==> src/logic/sbc_mode_cfg.svh <==
/*
 * constants of the low-power / restart / fail-safe mode controller.
 * assumes a 20 MHz reference clock; included by the package and the design file.
 */
`ifndef SBC_MODE_CFG_SVH
`define SBC_MODE_CFG_SVH

`define CLK_PERIOD_NS 50
`define RESET_DELAY_US 10
`define RESET_DELAY_CYC ((`RESET_DELAY_US * 1000) / `CLK_PERIOD_NS)
`define FS_FILTER_MS 100
`define FS_FILTER_CYC ((`FS_FILTER_MS * 1000000) / `CLK_PERIOD_NS)
`define TSD_DELAY_MS 1000
`define TSD_DELAY_CYC ((`TSD_DELAY_MS * 1000000) / `CLK_PERIOD_NS)
`define TIMER_W 25
`define WD_PERIOD_DEFAULT 3'h4
`define STAT_NONE 2'h0
`define STAT_FAIL 2'h1
`define STAT_SLEEP 2'h2
`define FAILCNT_ONE 2'h1
`define FAILCNT_TWO 2'h2
`define CAN_OFF 2'h0
`define CAN_WAKE 2'h1
`define CAN_RXONLY 2'h2
`define CAN_ON 2'h3
`define REQ_NONE 2'h0
`define REQ_SLEEP 2'h1
`define REQ_STOP 2'h2
`define REQ_NORMAL 2'h3
`define WAKE_W 4
`define WAKE_BUS 0
`define WAKE_SENSE 1
`define WAKE_PIN 2
`define WAKE_TIMER 3

`endif

==> src/logic/sbc_mode_pkg.sv <==
/*
 * types of the mode controller.
 * assumes sbc_mode_cfg.svh is on the include path.
 */
`include "sbc_mode_cfg.svh"

package sbc_mode_pkg;
    typedef enum logic [5:0] {
        MODE_INIT = 6'h01,
        MODE_NORMAL = 6'h02,
        MODE_STOP = 6'h04,
        MODE_SLEEP = 6'h08,
        MODE_RESTART = 6'h10,
        MODE_FAILSAFE = 6'h20
    } mode_e;
    typedef logic [1:0] can_mode_t;
    typedef logic [`WAKE_W-1:0] wake_t;
endpackage : sbc_mode_pkg

==> src/logic/sbc_lowpower_restart_failsafe_fsm.sv <==
/*
 * sleep, restart and fail-safe mode controller of a system basis chip.
 * assumes analog monitors and the watchdog deliver one-cycle event pulses
 * or levels from outside this clock domain; all are synchronised here.
 */
`timescale 1ns/100ps
`default_nettype none
`include "sbc_mode_cfg.svh"
module sbc_lowpower_restart_failsafe_fsm (
    input wire logic ref_clk,
    input wire logic rst,
    input wire logic [1:0] modeRequest,
    input wire logic modeRequestStrobe,
    input wire logic initAfterRelease,
    input wire logic mainUv,
    input wire logic mainOv,
    input wire logic mainShort,
    input wire logic thermalHot,
    input wire logic watchdogFail,
    input wire logic watchdogFailCountCfg,
    input wire logic ovResetSelect,
    input wire logic pullupConfig,
    input wire logic measureSelect,
    input wire sbc_mode_pkg::wake_t wakeEnable,
    input wire sbc_mode_pkg::wake_t wakeEvent,
    input wire logic wakeStatusClear,
    input wire sbc_mode_pkg::can_mode_t canModeSel,
    input wire logic auxSupplySel,
    input wire logic gpioSwitchSel,
    input wire logic statusClear,
    output logic mainSupplyOn,
    output logic auxSupplyOn,
    output logic reset_out_n,
    output logic watchdogRun,
    output logic watchdogLongWindow,
    output logic [2:0] watchdogPeriod,
    output logic spiEnable,
    output logic gpioSwitchOn,
    output logic cyclicEnable,
    output sbc_mode_pkg::can_mode_t canMode,
    output logic failOutput,
    output sbc_mode_pkg::wake_t wakeSourceActive,
    output sbc_mode_pkg::wake_t wakeStatus,
    output logic [1:0] deviceStatus,
    output logic [1:0] watchdogFailCount,
    output logic mainUvFlag,
    output logic mainOvFlag,
    output logic mainShortFlag,
    output logic thermalFlag,
    output logic failFlag,
    output logic cmdFailFlag,
    output sbc_mode_pkg::mode_e mode
);
    import sbc_mode_pkg::*;

    // ************************************************************
    // input synchronisers
    // ************************************************************
    localparam int SW = 7 + `WAKE_W;
    logic [SW-1:0] syncA;
    logic [SW-1:0] syncB;
    logic [SW-1:0] syncC;
    always_ff @(posedge ref_clk) begin
        if (rst) begin
            syncA <= '0;
            syncB <= '0;
            syncC <= '0;
        end else begin
            syncA <= {mainUv, mainOv, mainShort, thermalHot, watchdogFail,
                      ovResetSelect, pullupConfig, wakeEvent};
            syncB <= syncA;
            syncC <= syncB;
        end
    end
    logic uvS, ovS, scS, hotS, wdS, ovSelS, pullS;
    wake_t wakeS, wakeRise;
    assign {uvS, ovS, scS, hotS, wdS, ovSelS, pullS, wakeS} = syncB;
    logic uvEv, ovEv, scEv, wdEv;
    assign uvEv = uvS & ~syncC[SW-1];
    assign ovEv = ovS & ~syncC[SW-2];
    assign scEv = scS & ~syncC[SW-3];
    assign wdEv = wdS & ~syncC[SW-5];
    assign wakeRise = wakeS & ~syncC[`WAKE_W-1:0];
    // ************************************************************
    // event decode
    // ************************************************************
    wake_t allowed;
    assign allowed = measureSelect ? (wakeEnable & ~(`WAKE_W'(1) << `WAKE_SENSE)
                     & ~(`WAKE_W'(1) << `WAKE_PIN)) : wakeEnable;
    logic secondFail, active, ovAct;
    assign secondFail = (watchdogFailCount != `STAT_NONE);
    assign active = (mode == MODE_NORMAL) || (mode == MODE_STOP) || (mode == MODE_INIT);
    assign ovAct = ovEv & ovSelS & active;
    logic wdToFs, wdToRs;
    // cfg 2 (cfg bit 1, no pull-up): first; cfg 4 (cfg bit 0, no pull-up): second
    assign wdToFs = wdEv && active && !pullS && (watchdogFailCountCfg || secondFail);
    assign wdToRs = wdEv && active && !wdToFs;
    logic fsEnter, uvRestart, rsEnter;
    assign fsEnter = active && (hotS || scEv || (ovAct && !pullS) || wdToFs);
    assign uvRestart = uvEv && ((mode == MODE_NORMAL) || (mode == MODE_STOP)
                       || (mode == MODE_INIT && initAfterRelease));
    assign rsEnter = active && (uvRestart || (ovAct && pullS) || wdToRs);
    logic sleepReq, badSleep;
    assign sleepReq = modeRequestStrobe && (modeRequest == `REQ_SLEEP)
                      && (mode == MODE_NORMAL || mode == MODE_STOP);
    assign badSleep = (allowed == '0) || (mode == MODE_STOP);
    // ************************************************************
    // timer on the internal clock
    // ************************************************************
    logic [`TIMER_W-1:0] timer, next_timer;
    logic fsDone, rdDone, tsdDone;
    assign fsDone = (timer >= `TIMER_W'(`FS_FILTER_CYC - 1));
    assign rdDone = (timer >= `TIMER_W'(`RESET_DELAY_CYC - 1));
    assign tsdDone = (timer >= `TIMER_W'(`TSD_DELAY_CYC - 1));
    logic tsdPending, wakeStored, fsEntry;
    // ************************************************************
    // mode state machine
    // ************************************************************
    mode_e next_mode;
    always_comb begin
        next_mode = mode;
        unique case (mode)
            MODE_INIT, MODE_NORMAL, MODE_STOP: begin
                if (fsEnter) begin
                    next_mode = MODE_FAILSAFE;
                end else if (rsEnter) begin
                    next_mode = MODE_RESTART;
                end else if (sleepReq) begin
                    next_mode = badSleep ? MODE_RESTART : MODE_SLEEP;
                end else if (mode == MODE_INIT && modeRequestStrobe) begin
                    next_mode = MODE_NORMAL;
                end else if (modeRequestStrobe && modeRequest == `REQ_STOP) begin
                    next_mode = MODE_STOP;
                end else if (modeRequestStrobe && modeRequest == `REQ_NORMAL) begin
                    next_mode = MODE_NORMAL;
                end
            end
            MODE_SLEEP: begin
                if (hotS || scEv) begin
                    next_mode = MODE_FAILSAFE;
                end else if ((wakeRise & allowed) != '0 || wakeStatus != '0) begin
                    next_mode = MODE_RESTART;
                end
            end
            MODE_RESTART: begin
                if (rdDone) begin
                    next_mode = MODE_NORMAL;
                end
            end
            MODE_FAILSAFE: begin
                if (tsdPending) begin
                    if (!hotS && tsdDone) begin
                        next_mode = MODE_RESTART;
                    end
                end else if (fsDone && (wakeStored || (wakeRise & wakeSourceActive) != '0)) begin
                    next_mode = MODE_RESTART;
                end
            end
        endcase
    end
    always_ff @(posedge ref_clk) begin
        if (rst) begin
            mode <= MODE_INIT;
        end else begin
            mode <= next_mode;
        end
    end
    assign fsEntry = (next_mode == MODE_FAILSAFE) && (mode != MODE_FAILSAFE);

    // one timebase, restarted on every mode change and, in fail-safe after a thermal entry, while hot
    always_comb begin
        next_timer = timer + `TIMER_W'(1);
        if (next_mode != mode || (mode == MODE_FAILSAFE && tsdPending && hotS)) begin
            next_timer = '0;
        end else if (timer == '1) begin
            next_timer = timer;
        end
    end
    always_ff @(posedge ref_clk) begin
        if (rst) begin
            timer <= '0;
        end else begin
            timer <= next_timer;
        end
    end

    // ************************************************************
    // fail-safe bookkeeping
    // ************************************************************
    always_ff @(posedge ref_clk) begin
        if (rst) begin
            tsdPending <= 1'b0;
            wakeStored <= 1'b0;
        end else if (fsEntry) begin
            tsdPending <= hotS;
            wakeStored <= 1'b0;
        end else if (mode == MODE_FAILSAFE && (wakeRise & wakeSourceActive) != '0) begin
            wakeStored <= 1'b1;
        end
    end

    // ************************************************************
    // wake status
    // ************************************************************
    always_ff @(posedge ref_clk) begin
        if (rst) begin
            wakeStatus <= '0;
        end else if (fsEntry) begin
            wakeStatus <= '0;
        end else begin
            wakeStatus <= (wakeStatusClear ? '0 : wakeStatus) | (wakeRise & allowed);
        end
    end

    // ************************************************************
    // status fields
    // ************************************************************
    always_ff @(posedge ref_clk) begin
        if (rst) begin
            deviceStatus <= `STAT_NONE;
            watchdogFailCount <= `STAT_NONE;
            mainUvFlag <= 1'b0;
            mainOvFlag <= 1'b0;
            mainShortFlag <= 1'b0;
            thermalFlag <= 1'b0;
            failFlag <= 1'b0;
            cmdFailFlag <= 1'b0;
        end else begin
            if (next_mode == MODE_SLEEP && mode != MODE_SLEEP) begin
                deviceStatus <= `STAT_SLEEP;
            end else if (mode == MODE_SLEEP && next_mode == MODE_RESTART) begin
                deviceStatus <= `STAT_SLEEP;
            end else if (fsEntry || rsEnter) begin
                deviceStatus <= `STAT_FAIL;
            end else if (statusClear) begin
                deviceStatus <= `STAT_NONE;
            end
            if (wdEv && active) begin
                watchdogFailCount <= secondFail ? `FAILCNT_TWO : `FAILCNT_ONE;
            end else if (statusClear) begin
                watchdogFailCount <= `STAT_NONE;
            end
            mainUvFlag <= (uvEv | scEv) | (mainUvFlag & ~statusClear);
            mainOvFlag <= ovEv | (mainOvFlag & ~statusClear);
            mainShortFlag <= scEv | (mainShortFlag & ~statusClear);
            thermalFlag <= (hotS & fsEntry) | (thermalFlag & ~statusClear);
            failFlag <= (fsEntry | failFlag) & ~(statusClear & ~fsEntry);
            cmdFailFlag <= (sleepReq & badSleep) | (cmdFailFlag & ~statusClear);
        end
    end

    // ************************************************************
    // fail output, cleared by status clear only in init, normal or stop
    // ************************************************************
    logic foSet;
    assign foSet = fsEntry || ovAct || (wdEv && active
                   && (watchdogFailCountCfg || secondFail));
    always_ff @(posedge ref_clk) begin
        if (rst) begin
            failOutput <= 1'b0;
        end else if (foSet) begin
            failOutput <= 1'b1;
        end else if (statusClear && active) begin
            failOutput <= 1'b0;
        end
    end

    // ************************************************************
    // supplies, transceiver and pins per mode
    // ************************************************************
    always_ff @(posedge ref_clk) begin
        if (rst) begin
            mainSupplyOn <= 1'b1;
            auxSupplyOn <= 1'b0;
            reset_out_n <= 1'b0;
            watchdogRun <= 1'b0;
            spiEnable <= 1'b1;
            gpioSwitchOn <= 1'b0;
            cyclicEnable <= 1'b0;
            canMode <= `CAN_OFF;
            wakeSourceActive <= '0;
        end else begin
            unique case (next_mode)
                MODE_INIT, MODE_NORMAL, MODE_STOP: begin
                    mainSupplyOn <= 1'b1;
                    auxSupplyOn <= auxSupplySel;
                    reset_out_n <= 1'b1;
                    watchdogRun <= 1'b1;
                    spiEnable <= 1'b1;
                    gpioSwitchOn <= gpioSwitchSel;
                    cyclicEnable <= allowed[`WAKE_TIMER];
                    canMode <= canModeSel;
                    wakeSourceActive <= allowed;
                end
                MODE_SLEEP: begin
                    mainSupplyOn <= 1'b0;
                    reset_out_n <= 1'b0;
                    watchdogRun <= 1'b0;
                    spiEnable <= 1'b0;
                    canMode <= (canModeSel == `CAN_OFF) ? `CAN_OFF : `CAN_WAKE;
                end
                MODE_RESTART: begin
                    mainSupplyOn <= 1'b1;
                    auxSupplyOn <= 1'b0;
                    reset_out_n <= 1'b0;
                    watchdogRun <= 1'b0;
                    spiEnable <= 1'b0;
                    gpioSwitchOn <= 1'b0;
                    canMode <= (canMode == `CAN_OFF) ? `CAN_OFF : `CAN_WAKE;
                end
                MODE_FAILSAFE: begin
                    mainSupplyOn <= 1'b0;
                    auxSupplyOn <= 1'b0;
                    reset_out_n <= 1'b0;
                    watchdogRun <= 1'b0;
                    spiEnable <= 1'b0;
                    gpioSwitchOn <= 1'b0;
                    cyclicEnable <= 1'b0;
                    canMode <= `CAN_WAKE;
                    wakeSourceActive <= measureSelect ? (`WAKE_W'(1) << `WAKE_BUS)
                        : ((`WAKE_W'(1) << `WAKE_BUS) | (`WAKE_W'(1) << `WAKE_SENSE)
                        | (wakeEnable & (`WAKE_W'(1) << `WAKE_PIN)));
                end
            endcase
        end
    end

    // ************************************************************
    // watchdog restart after reset release
    // ************************************************************
    always_ff @(posedge ref_clk) begin
        if (rst) begin
            watchdogLongWindow <= 1'b1;
            watchdogPeriod <= `WD_PERIOD_DEFAULT;
        end else if (mode == MODE_RESTART && next_mode == MODE_NORMAL) begin
            watchdogLongWindow <= 1'b1;
            watchdogPeriod <= `WD_PERIOD_DEFAULT;
        end else if (wdEv == 1'b0 && modeRequestStrobe && mode == MODE_NORMAL) begin
            watchdogLongWindow <= 1'b0;
        end
    end
endmodule : sbc_lowpower_restart_failsafe_fsm

`default_nettype wire

==> config.mk <==
export PLATFORM = sky130hd
export DESIGN_NAME = sbc_lowpower_restart_failsafe_fsm
export DESIGN_NICKNAME = d
export VERILOG_FILES = /design/src/logic/sbc_mode_pkg.sv /design/src/logic/sbc_lowpower_restart_failsafe_fsm.sv
export VERILOG_INCLUDE_DIRS = /design/src /design/src/logic
export SDC_FILE = /design/constraint.sdc
export NUM_CORES = 1
export LEC_CHECK = 0
export BUFFER_PORTS_ARGS = -buffer_cell sky130_fd_sc_hd__buf_2
export CORE_MARGIN = 3
export CORE_UTILIZATION = 45
export DETAILED_ROUTE_END_ITERATION = 16
export MAX_ROUTING_LAYER = met4
export PLACE_DENSITY_LB_ADDON = 0.15
export SYNTH_ARGS = -nofsm -noshare
export SYNTH_HDL_FRONTEND = slang
export SYNTH_SLANG_ARGS = --single-unit
==> constraint.sdc <==
create_clock -name ref_clk -period 3.64 [get_ports ref_clk]
set_input_delay 0.546 -clock ref_clk [delete_from_list [all_inputs] [get_ports ref_clk]]
set_output_delay 0.546 -clock ref_clk [all_outputs]
set_load 0.03 [all_outputs]
==> results.txt, run 1 <==
- Run status: completed
- Worst hold path cell count: 2
- Setup repair after global routing left no endpoint under its margin.
- At the worst endpoint, the required time is 3.93 ns.
- Maximum capacitance violations: 0
* Routing layer with the top usage in global route: met2
- PortBufs: 63
- Counting along the longest clock path gives a buffer depth of 2.
- Met2 Resource Use GR: 0.3488
- Final period demand of the worst path: 3.239 ns
- Number of design rule violations left after detail routing: 0
- The max-slew violation count is 0.
* FF+latch count, synth: 90
- Setup total negative slack on the finished layout was measured at 0 ns.
* Power Density: around 530 nW/um^2
- Cell at the root of the clock tree: sky130_fd_sc_hd__clkbuf_8
* Final worst clock skew: roughly 0.021 ns
- The total overflow left after global routing is 0.
- In the global route stage, met3 resource usage came out at 0.04385.
* Nature of the critical path endpoint: flop
* Die Y: about 110 um
- Setup violations remaining at the end of the flow were counted as 0.
- During synthesis, Yosys emitted a total of 0 warnings.
- The H-tree was split into 3 levels.
- Static leakage: between 1.5 and 2 nW
- Cells on worst reg2reg path: 8
- In the global route stage, met1 resource usage came out at 0.2333.
- Avg Inst Size Synth: between 8 and 9 um^2
- The worst setup path is of the flop to flop kind.
- CTS tree: yes
- The synthesized design contains 0 enable-type register cells.
- Hold Crit Endpoint: syncA[2]
- Share of flip-flops with an asynchronous set or reset after synthesis: 0
- Measured along the x axis, the die boundary spans between 100 and 150 um.
- From synthesis to final layout, the design area changed by 12.23%.
- Number of distinct library cell variants in the gate-level netlist after synthesis: 80
* Post-synth top area share: 0.4076
- Non-filler cells, final: roughly 680
- Aggregate global-route resource usage: 0.2015
* Vias post-DR: between 3000 and 4000
* Antenna diode count: 0
- The wire-length estimate of the detail-placed layout is 7872 um.
- Using the TritonRoute via totals, the vias-per-cell ratio works out to ~5.5.
- For this configuration, the core starts out at a cell density of 0.4717.
- Number of gates resized after CTS: 0
- Slew Limit Headroom: 0.5126
- The die covers 11050 um^2.
- IR Drop Worst-Case VDD: about 0.00027 V
- Maximum achievable frequency: between 0.3 and 0.4 GHz
- For this run, the leading register cell type out of synthesis is sky130_fd_sc_hd__dfxtp_1.
* Reg2reg start: mode[4]
- Post-synthesis instance area: roughly 4400 um^2
* Worst min path class: input pin to flop
- Post-CTS timing repair inserted 0 buffers for setup.
- Number of antenna violations at the first check in global routing: 0
* Std-Cell Rows: 35
* Data arrival time of the worst path: between 3 and 4 ns
- Layout filler cell count: ~930
- Internal reg-to-reg setup slack: 0.40 ns
- CTS saw 90 sinks.
- At the pin with the least slew margin, the transition time is roughly 0.72 ns.
- Pin placement for this block handled 67 I/O pins.
* Hold-fix buffers, CTS: 0
* Detailed Route WL: around 11000 um
* Number of DRC markers in iteration 0: approximately 230
* Final Cycle Share: 0.8899
- Entering global routing, the biggest net connects 53 pins.
- Synthesized instance count: approximately 500
- Cells after DPL: 667
- Portion of the post-synthesis area used by sequential elements: 0.4076
- Nets: 579
* CTS Buf Count: 9
- Standard cell core area: roughly 9400 um^2
- The detail route stage leaves a number of antenna-violating nets equal to 0.
* Wire length of the first global-routing pass: 17570 um
- Final weighted congestion in routability-driven placement: between 0.9 and 1
- Yosys instantiated no cell more often than sky130_fd_sc_hd__dfxtp_1.
- The synthesized design spends more area on one cell type than any other, namely sky130_fd_sc_hd__dfxtp_1.
- Clock slew seen by the registers of the worst setup and hold paths: roughly 0.11 ns
* Largest cells by area after synthesis: sky130_fd_sc_hd__dfxtp_1, sky130_fd_sc_hd__nor2b_1, sky130_fd_sc_hd__nor3_1
* Reg-to-reg critical path endpoint: timer[20]
- Type of element launching the critical path: flop
* Critical hold path startpoint: wakeEvent[2]
- In the final routed layout, each cell accounts on average for approximately 16 um.
* Number of global-route vias before repair: ~3600
* Worst-path maximum fanout: 25
- In the final layout, the share of cells above drive strength 1 is 0.1913.
- The first detailed-routing pass took 4 iterations.
* Leading post-synthesis cells by instance count: sky130_fd_sc_hd__dfxtp_1, sky130_fd_sc_hd__nand2_1, sky130_fd_sc_hd__nor3_1
* Final Hold Viols: 0
- Clk Latency, worst-skew pair: ~0.4 ns
[critical path, stage by stage (launching register included)]
cell	delay, ns
sky130_fd_sc_hd__dfxtp_1	0.69
sky130_fd_sc_hd__nor3_1	0.20
sky130_fd_sc_hd__o211a_2	0.23
sky130_fd_sc_hd__a221oi_4	0.33
sky130_fd_sc_hd__or3b_1	0.47
sky130_fd_sc_hd__o21ai_0	0.29
sky130_fd_sc_hd__xor2_1	0.12
sky130_fd_sc_hd__a2111o_4	0.51
sky130_fd_sc_hd__nor4_1	0.28
[power breakdown]
group	internal, mW	switching [mW]	leakage (nW)	total [mW]
sequential	1.06	0.0813	0.734	1.14
combinational	0.284	0.534	1.12	0.818
clock	0.275	0.414	0.104	0.689
total	1.62	1.03	1.96	2.65
[final cells by class]
class	instances	area [um^2]	area share
tap	129	161.4	0.03253
sequential	90	1802	0.3632
multi-input combinational	373	2416	0.4870
inverter	7	26.28	0.005296
clock inverter	7	78.83	0.01589
clock buffer	9	123.9	0.02497
timing repair buffer	68	352.8	0.07112
[placed cells by master, fill, tap and decap left out, drive strengths merged, types with 5 or more instances in the layout]
master | synthesis | final
inv | 6 | 10
nand3b | 7 | 7
dfxtp | 90 | 90
nor2 | 34 | 34
and2 | 7 | 7
nor3 | 39 | 39
nor2b | 35 | 35
and3 | 8 | 8
clkbuf | 18 | 9
buf | 15 | 68
nand4 | 15 | 15
a21oi | 21 | 21
nand3 | 17 | 17
nand2b | 6 | 6
nand2 | 43 | 43
mux2i | 5 | 5
xnor2 | 8 | 8
xor2 | 20 | 20
nor4 | 8 | 8
o21ai | 13 | 13
a211oi | 5 | 5
[sequential cells by signal, indices dropped and copies added (netlist names), 2 cells and up]
name,count
wakeSourceActive,3
syncA,11
timer,25
syncC,8
canMode,2
watchdogFailCount,2
wakeStatus,4
mode,6
syncB,11
deviceStatus,2
[worst max-delay path by stage]
stage / cells past startpoint / start / endpoint / slack, ns
floorplan: 10 / mode[1] / wakeSourceActive[0] / 0.69
global placement: 8 / mode[4] / wakeSourceActive[0] / 0.53
detailed placement: 8 / mode[4] / wakeSourceActive[0] / 0.47
CTS: 8 / mode[4] / timer[20] / 0.42
global route: 8 / mode[4] / timer[20] / 0.16
finish: 8 / mode[4] / timer[20] / 0.40
[kinds of logic after synthesis]
logic type,synth area share
AND/OR/NAND/NOR,0.3145
adder cells (fa/ha/maj),0.002830
buffers and inverters,0.04670
flip-flops,0.4076
multiplexers,0.01387
other,0.001699
AO/OA/AOI/OAI,0.1531
XOR/XNOR,0.05972
[stage by stage]
step,power (mW),hold slack [ns],setup WS [ns],util,area [um^2]
floorplan,1.803,0.4138,0.6882,-,4424
global placement,1.974,0.4158,0.5263,0.5077,4758
detailed placement,1.983,0.4265,0.4685,0.5077,4758
CTS,2.678,0.3518,0.4192,0.5294,4961
global route,2.798,0.3700,0.1550,0.5294,4961
finish,2.648,0.3555,0.4009,0.5294,4961
[metal layers]
| layer | vias up | wire length, um |
|---|---|---|
| li1 | 1903 | - |
| met1 | 1775 | 4656 |
| met2 | 72 | 5430 |
| met3 | 13 | 439 |
| met4 | 0 | 180 |
| met5 | - | 0 |
Note: power is estimated with default switching activity, not from simulation.
==> inputs of run 2 (changes only) <==
REMOVE_ABC_BUFFERS = 1   (was unset)
==> results.txt, run 2 (synthesis results as in run 1) <==
- The flow ran to the end, and the final reports show no timing, DRC or antenna violations.
* Instance area after placement: roughly 4800 um^2
* Final weighted congestion in routability-driven placement: between 0.8 and 0.9
- The tool flagged a number of max-cap violations equal to 0.
- In this run the horizontal extent of the chip is about 110 um.
- Worst min path class: input pin to flop
* Pin slew with the least headroom to its limit: between 0.6 and 0.7 ns
- Share of the core filled with cells: 0.5276
* Synth-to-layout area growth: 11.86%
- Internal reg-to-reg setup slack: approximately 0.30 ns
- Buffers added to address setup during post-CTS repair amount to 0.
- The detail route stage leaves a number of antenna-violating nets equal to 0.
- The core region is 9371 um^2.
- The max-slew violation count came to 0.
* Number of antenna violations at the first check in global routing: 0
- Maximum achievable frequency: between 0.2 and 0.3 GHz
- Dividing the final minimum period by the clock period gives 0.9186.
- PortBufs: 63
- Pin placement for this block handled 67 I/O pins.
* Biggest registers after layout: timer x25, syncA x11, syncB x11
- STA classifies the critical path startpoint as a flop.
- The completed layout was analyzed and its total power is ~2.6 mW.
* Vias post-DR: between 3000 and 4000
- Setup violations remaining at the end of the flow were counted as 0.
- Hold-fix buffers, CTS: 0
* Reg2reg start: mode[4]
- Clock tree buffer depth: 2
* Standard cell with the maximum stage delay on the critical path: sky130_fd_sc_hd__dfxtp_1
- For this run, the detailed router's first-pass iteration total came to 4.
* Number of vias per cell: 5.500
- For the worst setup path, the data arrival time is approximately 3.6 ns.
- Number of design rule violations left after detail routing: 0
* Kind of critical path: flop to flop
- The number of global-route vias before repair is roughly 3600.
* Final period demand of the worst path: between 3 and 4 ns
- Ranked by flip-flop count, first place goes to timer.
- Critical hold path startpoint: pullupConfig
* Cell at the root of the clock tree: sky130_fd_sc_hd__clkbuf_8
* Layout cell share with drive strength beyond 1: 0.1899
- Power Density: roughly 530 nW/um^2
* Reg-to-reg critical path endpoint: timer[20]
- CTS Buf Count: 9
- The initial utilization of the core area, before any placement, comes to 0.4717.
* Die Y: roughly 110 um
- Post-CTS repair changed the size of 0 cells.
- Final Hold Viols: 0
- Once layout is done, the placed cells without fillers occupy ~4900 um^2.
* WL/cell: about 15 um
- Timing analysis after detailed placement gives a worst setup slack of around 0.36 ns.
- Final worst-path setup slack: 0.2962 ns
- Row generation in the floorplan step produced 35 rows.
- After the last flow step, the layout net total stands at between 500 and 600.
* Final worst clock skew: about 0.020 ns
- The tree built by TritonCTS fans out to 90 sinks.
* Worst-case hold slack: about 0.38 ns
- Worst-path cell chain: nor3_1, o211a_2, a221oi_4, or3b_1, o21ai_0, xor2_1, a2111o_4, nor4_1
- Slew Limit Headroom: 0.5356
- TritonCTS built the clock tree.
- Hold Crit Endpoint: syncA[4]
* Largest register FFs: 25
- Required time at the endpoint of the critical path: roughly 4 ns
- The clock reaches the later pin of the worst-skew pair after 0.38 ns.
* Most frequent standard cell in the layout excluding fill and tap cells: sky130_fd_sc_hd__dfxtp_1
- Pin count of the biggest net entering global routing: 53
- In this run the static leakage power is 1.949 nW.
- The worst setup path is captured at a flop.
- The first global-routing pass estimated 17290 um of wire.
- Final HPWL DP: roughly 7400 um
- In the layout the commonest cells are sky130_fd_sc_hd__dfxtp_1, sky130_fd_sc_hd__buf_2, sky130_fd_sc_hd__nand2_1.
* Final-layout setup total negative slack: 0 ns
* Floorplan die area: about 11000 um^2
- Summed over all layers, the global routing overflow is 0.
* H-tree levels: 3
- Cells on worst reg2reg path: 8
- Aggregate global-route resource usage: 0.1965
- After clock tree synthesis, the clock-pin slew on the worst setup and hold paths is 0.11 ns.
* Non-filler cells, final: 682
- After detailed placement, the design holds a cell count of around 670.
- Setup repair after global routing left no endpoint under its margin.
- Number of DRC markers in iteration 0: roughly 160
- On the worst path, the slowest cell contributes a delay of approximately 0.7 ns.
* Antenna diode count: 0
* Worst hold path cell count: 2
- Wires add up to around 10000 um.
- IR Drop Worst-Case VDD: around 0.00027 V
* Worst-path maximum fanout: 25
## run 2: cell count changes in the layout (fill, tap and decap cells not counted), sizes merged
cell    delta
clkbuf     +2
clkinv     -2
buf        -1
## run 2: layer usage
metal / GRT usage / up-vias / share of wire
li1: - / 1888 / -
met1: 0.2478 / 1773 / 0.46
met3: 0.04138 / 11 / 0.041
met2: 0.3190 / 79 / 0.48
met5: - / - / 0
met4: 0.05623 / 0 / 0.011
## run 2: area by class of cell
type                       count  area, um^2
timing repair buffer          67       345.3
fill                         931        4427
sequential                    90        1802
clock buffer                  11       151.4
clock inverter                 5       42.54
inverter                       7       26.28
multi-input combinational    373        2416
tap                          129       161.4
## run 2: power by group
group,internal [mW],switching (mW),total (mW)
clock network,0.297,0.385,0.682
logic,0.282,0.530,0.812
registers,1.06,0.0810,1.14
## run 2: how the worst max path moves through the flow
stage	start	to	slack (ns)
2_1_floorplan	mode[1]	timer[20]	0.57
3_3_place_gp	mode[4]	timer[20]	0.55
3_5_place_dp	mode[4]	timer[20]	0.36
4_1_cts	mode[4]	timer[20]	0.32
5_1_grt	mode[4]	timer[20]	0.04
6_report	mode[4]	timer[20]	0.30
## run 2: critical path: cells and delay by family, from the launching register on
family                    cells  cell delay, ns
and+or+nand+nor               3            0.99
xor gates and xnor gates      1            0.13
DFF                           1            0.71
AOI/OAI and AO/OA             4            1.40
==> inputs of run 3 (changes only) <==
ABC_AREA = 1   (was unset)
clock period = 3.6 ns   (was 3.64 ns; I/O delays follow)
==> results.txt, run 3 <==
* IR Drop Worst-Case VDD: 0.0002758 V
- STA classifies the critical path endpoint as a flop.
- Layout filler cell count: 980
- Number of antenna violations at the first check in global routing: 0
* Vias post-DR: between 4000 and 5000
- In the post-synthesis netlist, the biggest area contributors are sky130_fd_sc_hd__dfxtp_1, sky130_fd_sc_hd__nand2_1, sky130_fd_sc_hd__nor2_1.
- Combinational fraction of design power: 0.321
- The congestion estimate from routability-driven global placement came to around 0.89.
- Starting density of the core: 0.4661
* Critical hold path startpoint: wakeEvent[0]
* Clock net sink count: 90
- Leading cell types in the layout, fill and taps excluded: sky130_fd_sc_hd__nor2_1, sky130_fd_sc_hd__nand2_1, sky130_fd_sc_hd__inv_1
* CTS tree: yes
- Power Density: ~510 nW/um^2
- Prevailing post-synth register cell: sky130_fd_sc_hd__dfxtp_1
- The register with the most flip-flops in the layout has 25 of them.
- Static leakage: 2.485 nW
- Number of enable flip-flop cells after synthesis: 0
- The core region is about 10000 um^2.
- Final HPWL DP: about 8200 um
* Data arrival time of the worst path: between 3 and 4 ns
* Number of vias per cell: approximately 4.8
- Setup violations remaining at the end of the flow were counted as 0.
- Wire length of the first global-routing pass: 17640 um
- Clk Latency, worst-skew pair: ~0.37 ns
* Number of warnings printed during yosys synthesis: 0
* Type of element launching the critical path: flop
* Aggregate global-route resource usage: 0.1982
- Detailed Route WL: approximately 11000 um
- At the worst endpoint, the required time is 3.90 ns.
- The synthesized design spends more area on one cell type than any other, namely sky130_fd_sc_hd__dfxtp_1.
- In this run the mean area of a mapped cell was about 7 um^2.
* Final-layout setup total negative slack: 0 ns
- Pin count of the biggest net entering global routing: 30
- Final number of max-transition violations: 0
- In this run the core area contains 36 standard-cell rows.
* Net load switching power: 0.9959 mW
- Nets: approximately 750
- The area growth from synthesis to layout is 12.90%.
- Once routing completed, OpenROAD measured the worst setup slack at about 0.89 ns.
- For this run, the share of the core covered by cells in the final layout is 0.5263.
- The tightest min-delay check is of the input pin to flop type.
* Maximum capacitance violations: 0
- Setup Slack @ Placement: approximately 0.84 ns
* Remaining antenna violation count: 0
* Switching share of total power: 0.3763
- Counting cells, the worst reg-to-reg path comes to 14.
- Of the total power, the clock network draws 0.248.
* Hold-fix buffers, CTS: 0
- The repair_antennas step left the layout with diodes totalling 0.
- Of the post-synthesis cell area, the dominant cell type holds 0.3918.
- Synthesis inferred 90 register bits.
- The number of global-route vias before repair was between 3000 and 4000.
* Reg2reg start: timer[0]
- For the pin with the worst max-slew slack, the measured transition is 0.7021 ns.
- Kind of critical path: flop to flop
* Worst-case hold slack: around 0.37 ns
- Number of design rule violations left after detail routing: 0
- Final worst clock skew: between 0.007 and 0.008 ns
- The worst register-to-register path has a setup slack of a little under 0.9 ns.
- Headroom to the max-slew limit came out at 0.5303.
- Congestion Overflow GR: 0
* Share of flip-flops with an asynchronous set or reset after synthesis: 0
- The longest clock path from root to sink contains 2 buffers.
- Clock slew seen by the registers of the worst setup and hold paths: 0.08 ns
- The flow ran to the end, and the final reports show no timing, DRC or antenna violations.
* Final Cycle Share: 0.7533
- In this run the post-CTS setup repair buffer count came out at 0.
- 67 I/O pins were placed.
- Maximum achievable frequency: roughly 0.37 GHz
- The floorplan step defined a die boundary enclosing ~11000 um^2.
- Portion of the post-synthesis area used by sequential elements: 0.3918
* Cell internal pwr: roughly 1.7 mW
- In the final layout, the share of cells above drive strength 1 is 0.2011.
* Number of DRC markers in iteration 0: around 210
* Worst setup startpoint: timer[0]
- Post-synthesis instance area: between 4000 and 5000 um^2
- Most flops, register: timer
* Final Cell Area: between 5000 and 6000 um^2
- The H-tree was split into 3 levels.
* PortBufs: 63
- CTS Buf Count: 9
* Number of distinct library cell variants in the gate-level netlist after synthesis: 40
- Unrepaired setup endpoints after global routing: no
* Reg-to-reg critical path endpoint: timer[23]
* Number of gates resized after CTS: 0
- Final Hold Viols: 0
- In the final layout, the registers with the most flip-flops are timer x25, syncA x11, syncB x11.
- Subtracting the final worst setup slack from the clock period gives between 2 and 3 ns.
- First-pass iteration count of the detailed router: 4
* Worst-path maximum fanout: 25
- The share of total power dissipated in sequential elements is 0.431.
- Capture point of the worst path: timer[23]
- The tree is rooted in a sky130_fd_sc_hd__clkbuf_8.
- In this run the vertical extent of the chip is between 100 and 150 um.
- WL/cell: between 10 and 15 um
* Leading post-synthesis cells by instance count: sky130_fd_sc_hd__nand2_1, sky130_fd_sc_hd__nor2_1, sky130_fd_sc_hd__inv_1
- Die Span X: 107.1 um
- After detailed placement, the total cell area comes to about 5000 um^2.
* Synthesized instance count: 660
[run 3: cell type report]
| cell class | instances | area (um^2) | share of cell area |
|---|---|---|---|
| clock inverter | 1 | 7.507 | 0.001446 |
| sequential | 90 | 1802 | 0.3471 |
| clock buffer | 14 | 182.7 | 0.03519 |
| tap | 133 | 166.4 | 0.03206 |
| timing repair buffer | 64 | 322.8 | 0.06218 |
| multi-input combinational | 451 | 2310 | 0.4449 |
| inverter | 106 | 400.4 | 0.07713 |
[run 3: worst min path at each step]
stage | end | slack [ns] | cells past startpoint
2_1_floorplan | syncB[0] | 0.39 | 2
3_3_place_gp | syncB[10] | 0.39 | 2
3_5_place_dp | syncB[4] | 0.39 | 2
4_1_cts | syncA[0] | 0.35 | 3
5_1_grt | syncA[1] | 0.35 | 3
6_report | syncA[0] | 0.37 | 3
[run 3: critical path, stage by stage (launching register included)]
cell	delay [ns]
sky130_fd_sc_hd__dfxtp_1	0.38
sky130_fd_sc_hd__ha_1	0.18
sky130_fd_sc_hd__nand2_1	0.09
sky130_fd_sc_hd__nor2_1	0.32
sky130_fd_sc_hd__nand3_1	0.14
sky130_fd_sc_hd__nand3_1	0.11
sky130_fd_sc_hd__o21bai_1	0.09
sky130_fd_sc_hd__nand2_1	0.08
sky130_fd_sc_hd__nand2_1	0.05
sky130_fd_sc_hd__nand2_1	0.13
sky130_fd_sc_hd__nand2_2	0.10
sky130_fd_sc_hd__xor2_1	0.16
sky130_fd_sc_hd__nor3_2	0.18
sky130_fd_sc_hd__nand2_2	0.43
sky130_fd_sc_hd__nor2_1	0.21
[run 3: kinds of logic after synthesis]
family | after synthesis | share of synthesized area
xor gates and xnor gates | 20 | 0.03810
DFF | 90 | 0.3918
buffers and inverters | 120 | 0.1067
AOI/OAI and AO/OA | 46 | 0.05823
adders and majority gates | 1 | 0.002721
and+or+nand+nor | 380 | 0.3984
other | 2 | 0.001633
muxes | 1 | 0.002449
[run 3: metrics by stage]
stage	power [mW]	cells
2_1_floorplan	1.791	647
3_3_place_gp	1.997	844
3_5_place_dp	2.008	844
4_1_cts	2.676	859
5_1_grt	2.809	859
6_report	2.646	859
[run 3: power by group through the flow]
stage | registers, mW | logic (mW) | clock network, mW
after floorplan | 1.29 | 0.496 | 0
after global placement | 1.16 | 0.837 | 0
after detailed placement | 1.16 | 0.846 | 0
after CTS | 1.14 | 0.849 | 0.687
after global routing | 1.15 | 0.937 | 0.722
final | 1.14 | 0.849 | 0.657
[run 3: per-layer routing]
| layer | routed length (um) | vias to the layer above | GRT usage |
|---|---|---|---|
| met4 | 168 | 0 | 0.06301 |
| met2 | 4614 | 93 | 0.2962 |
| li1 | - | 2181 | - |
| met5 | 0 | - | - |
| met1 | 5334 | 1873 | 0.2659 |
| met3 | 513 | 17 | 0.04696 |
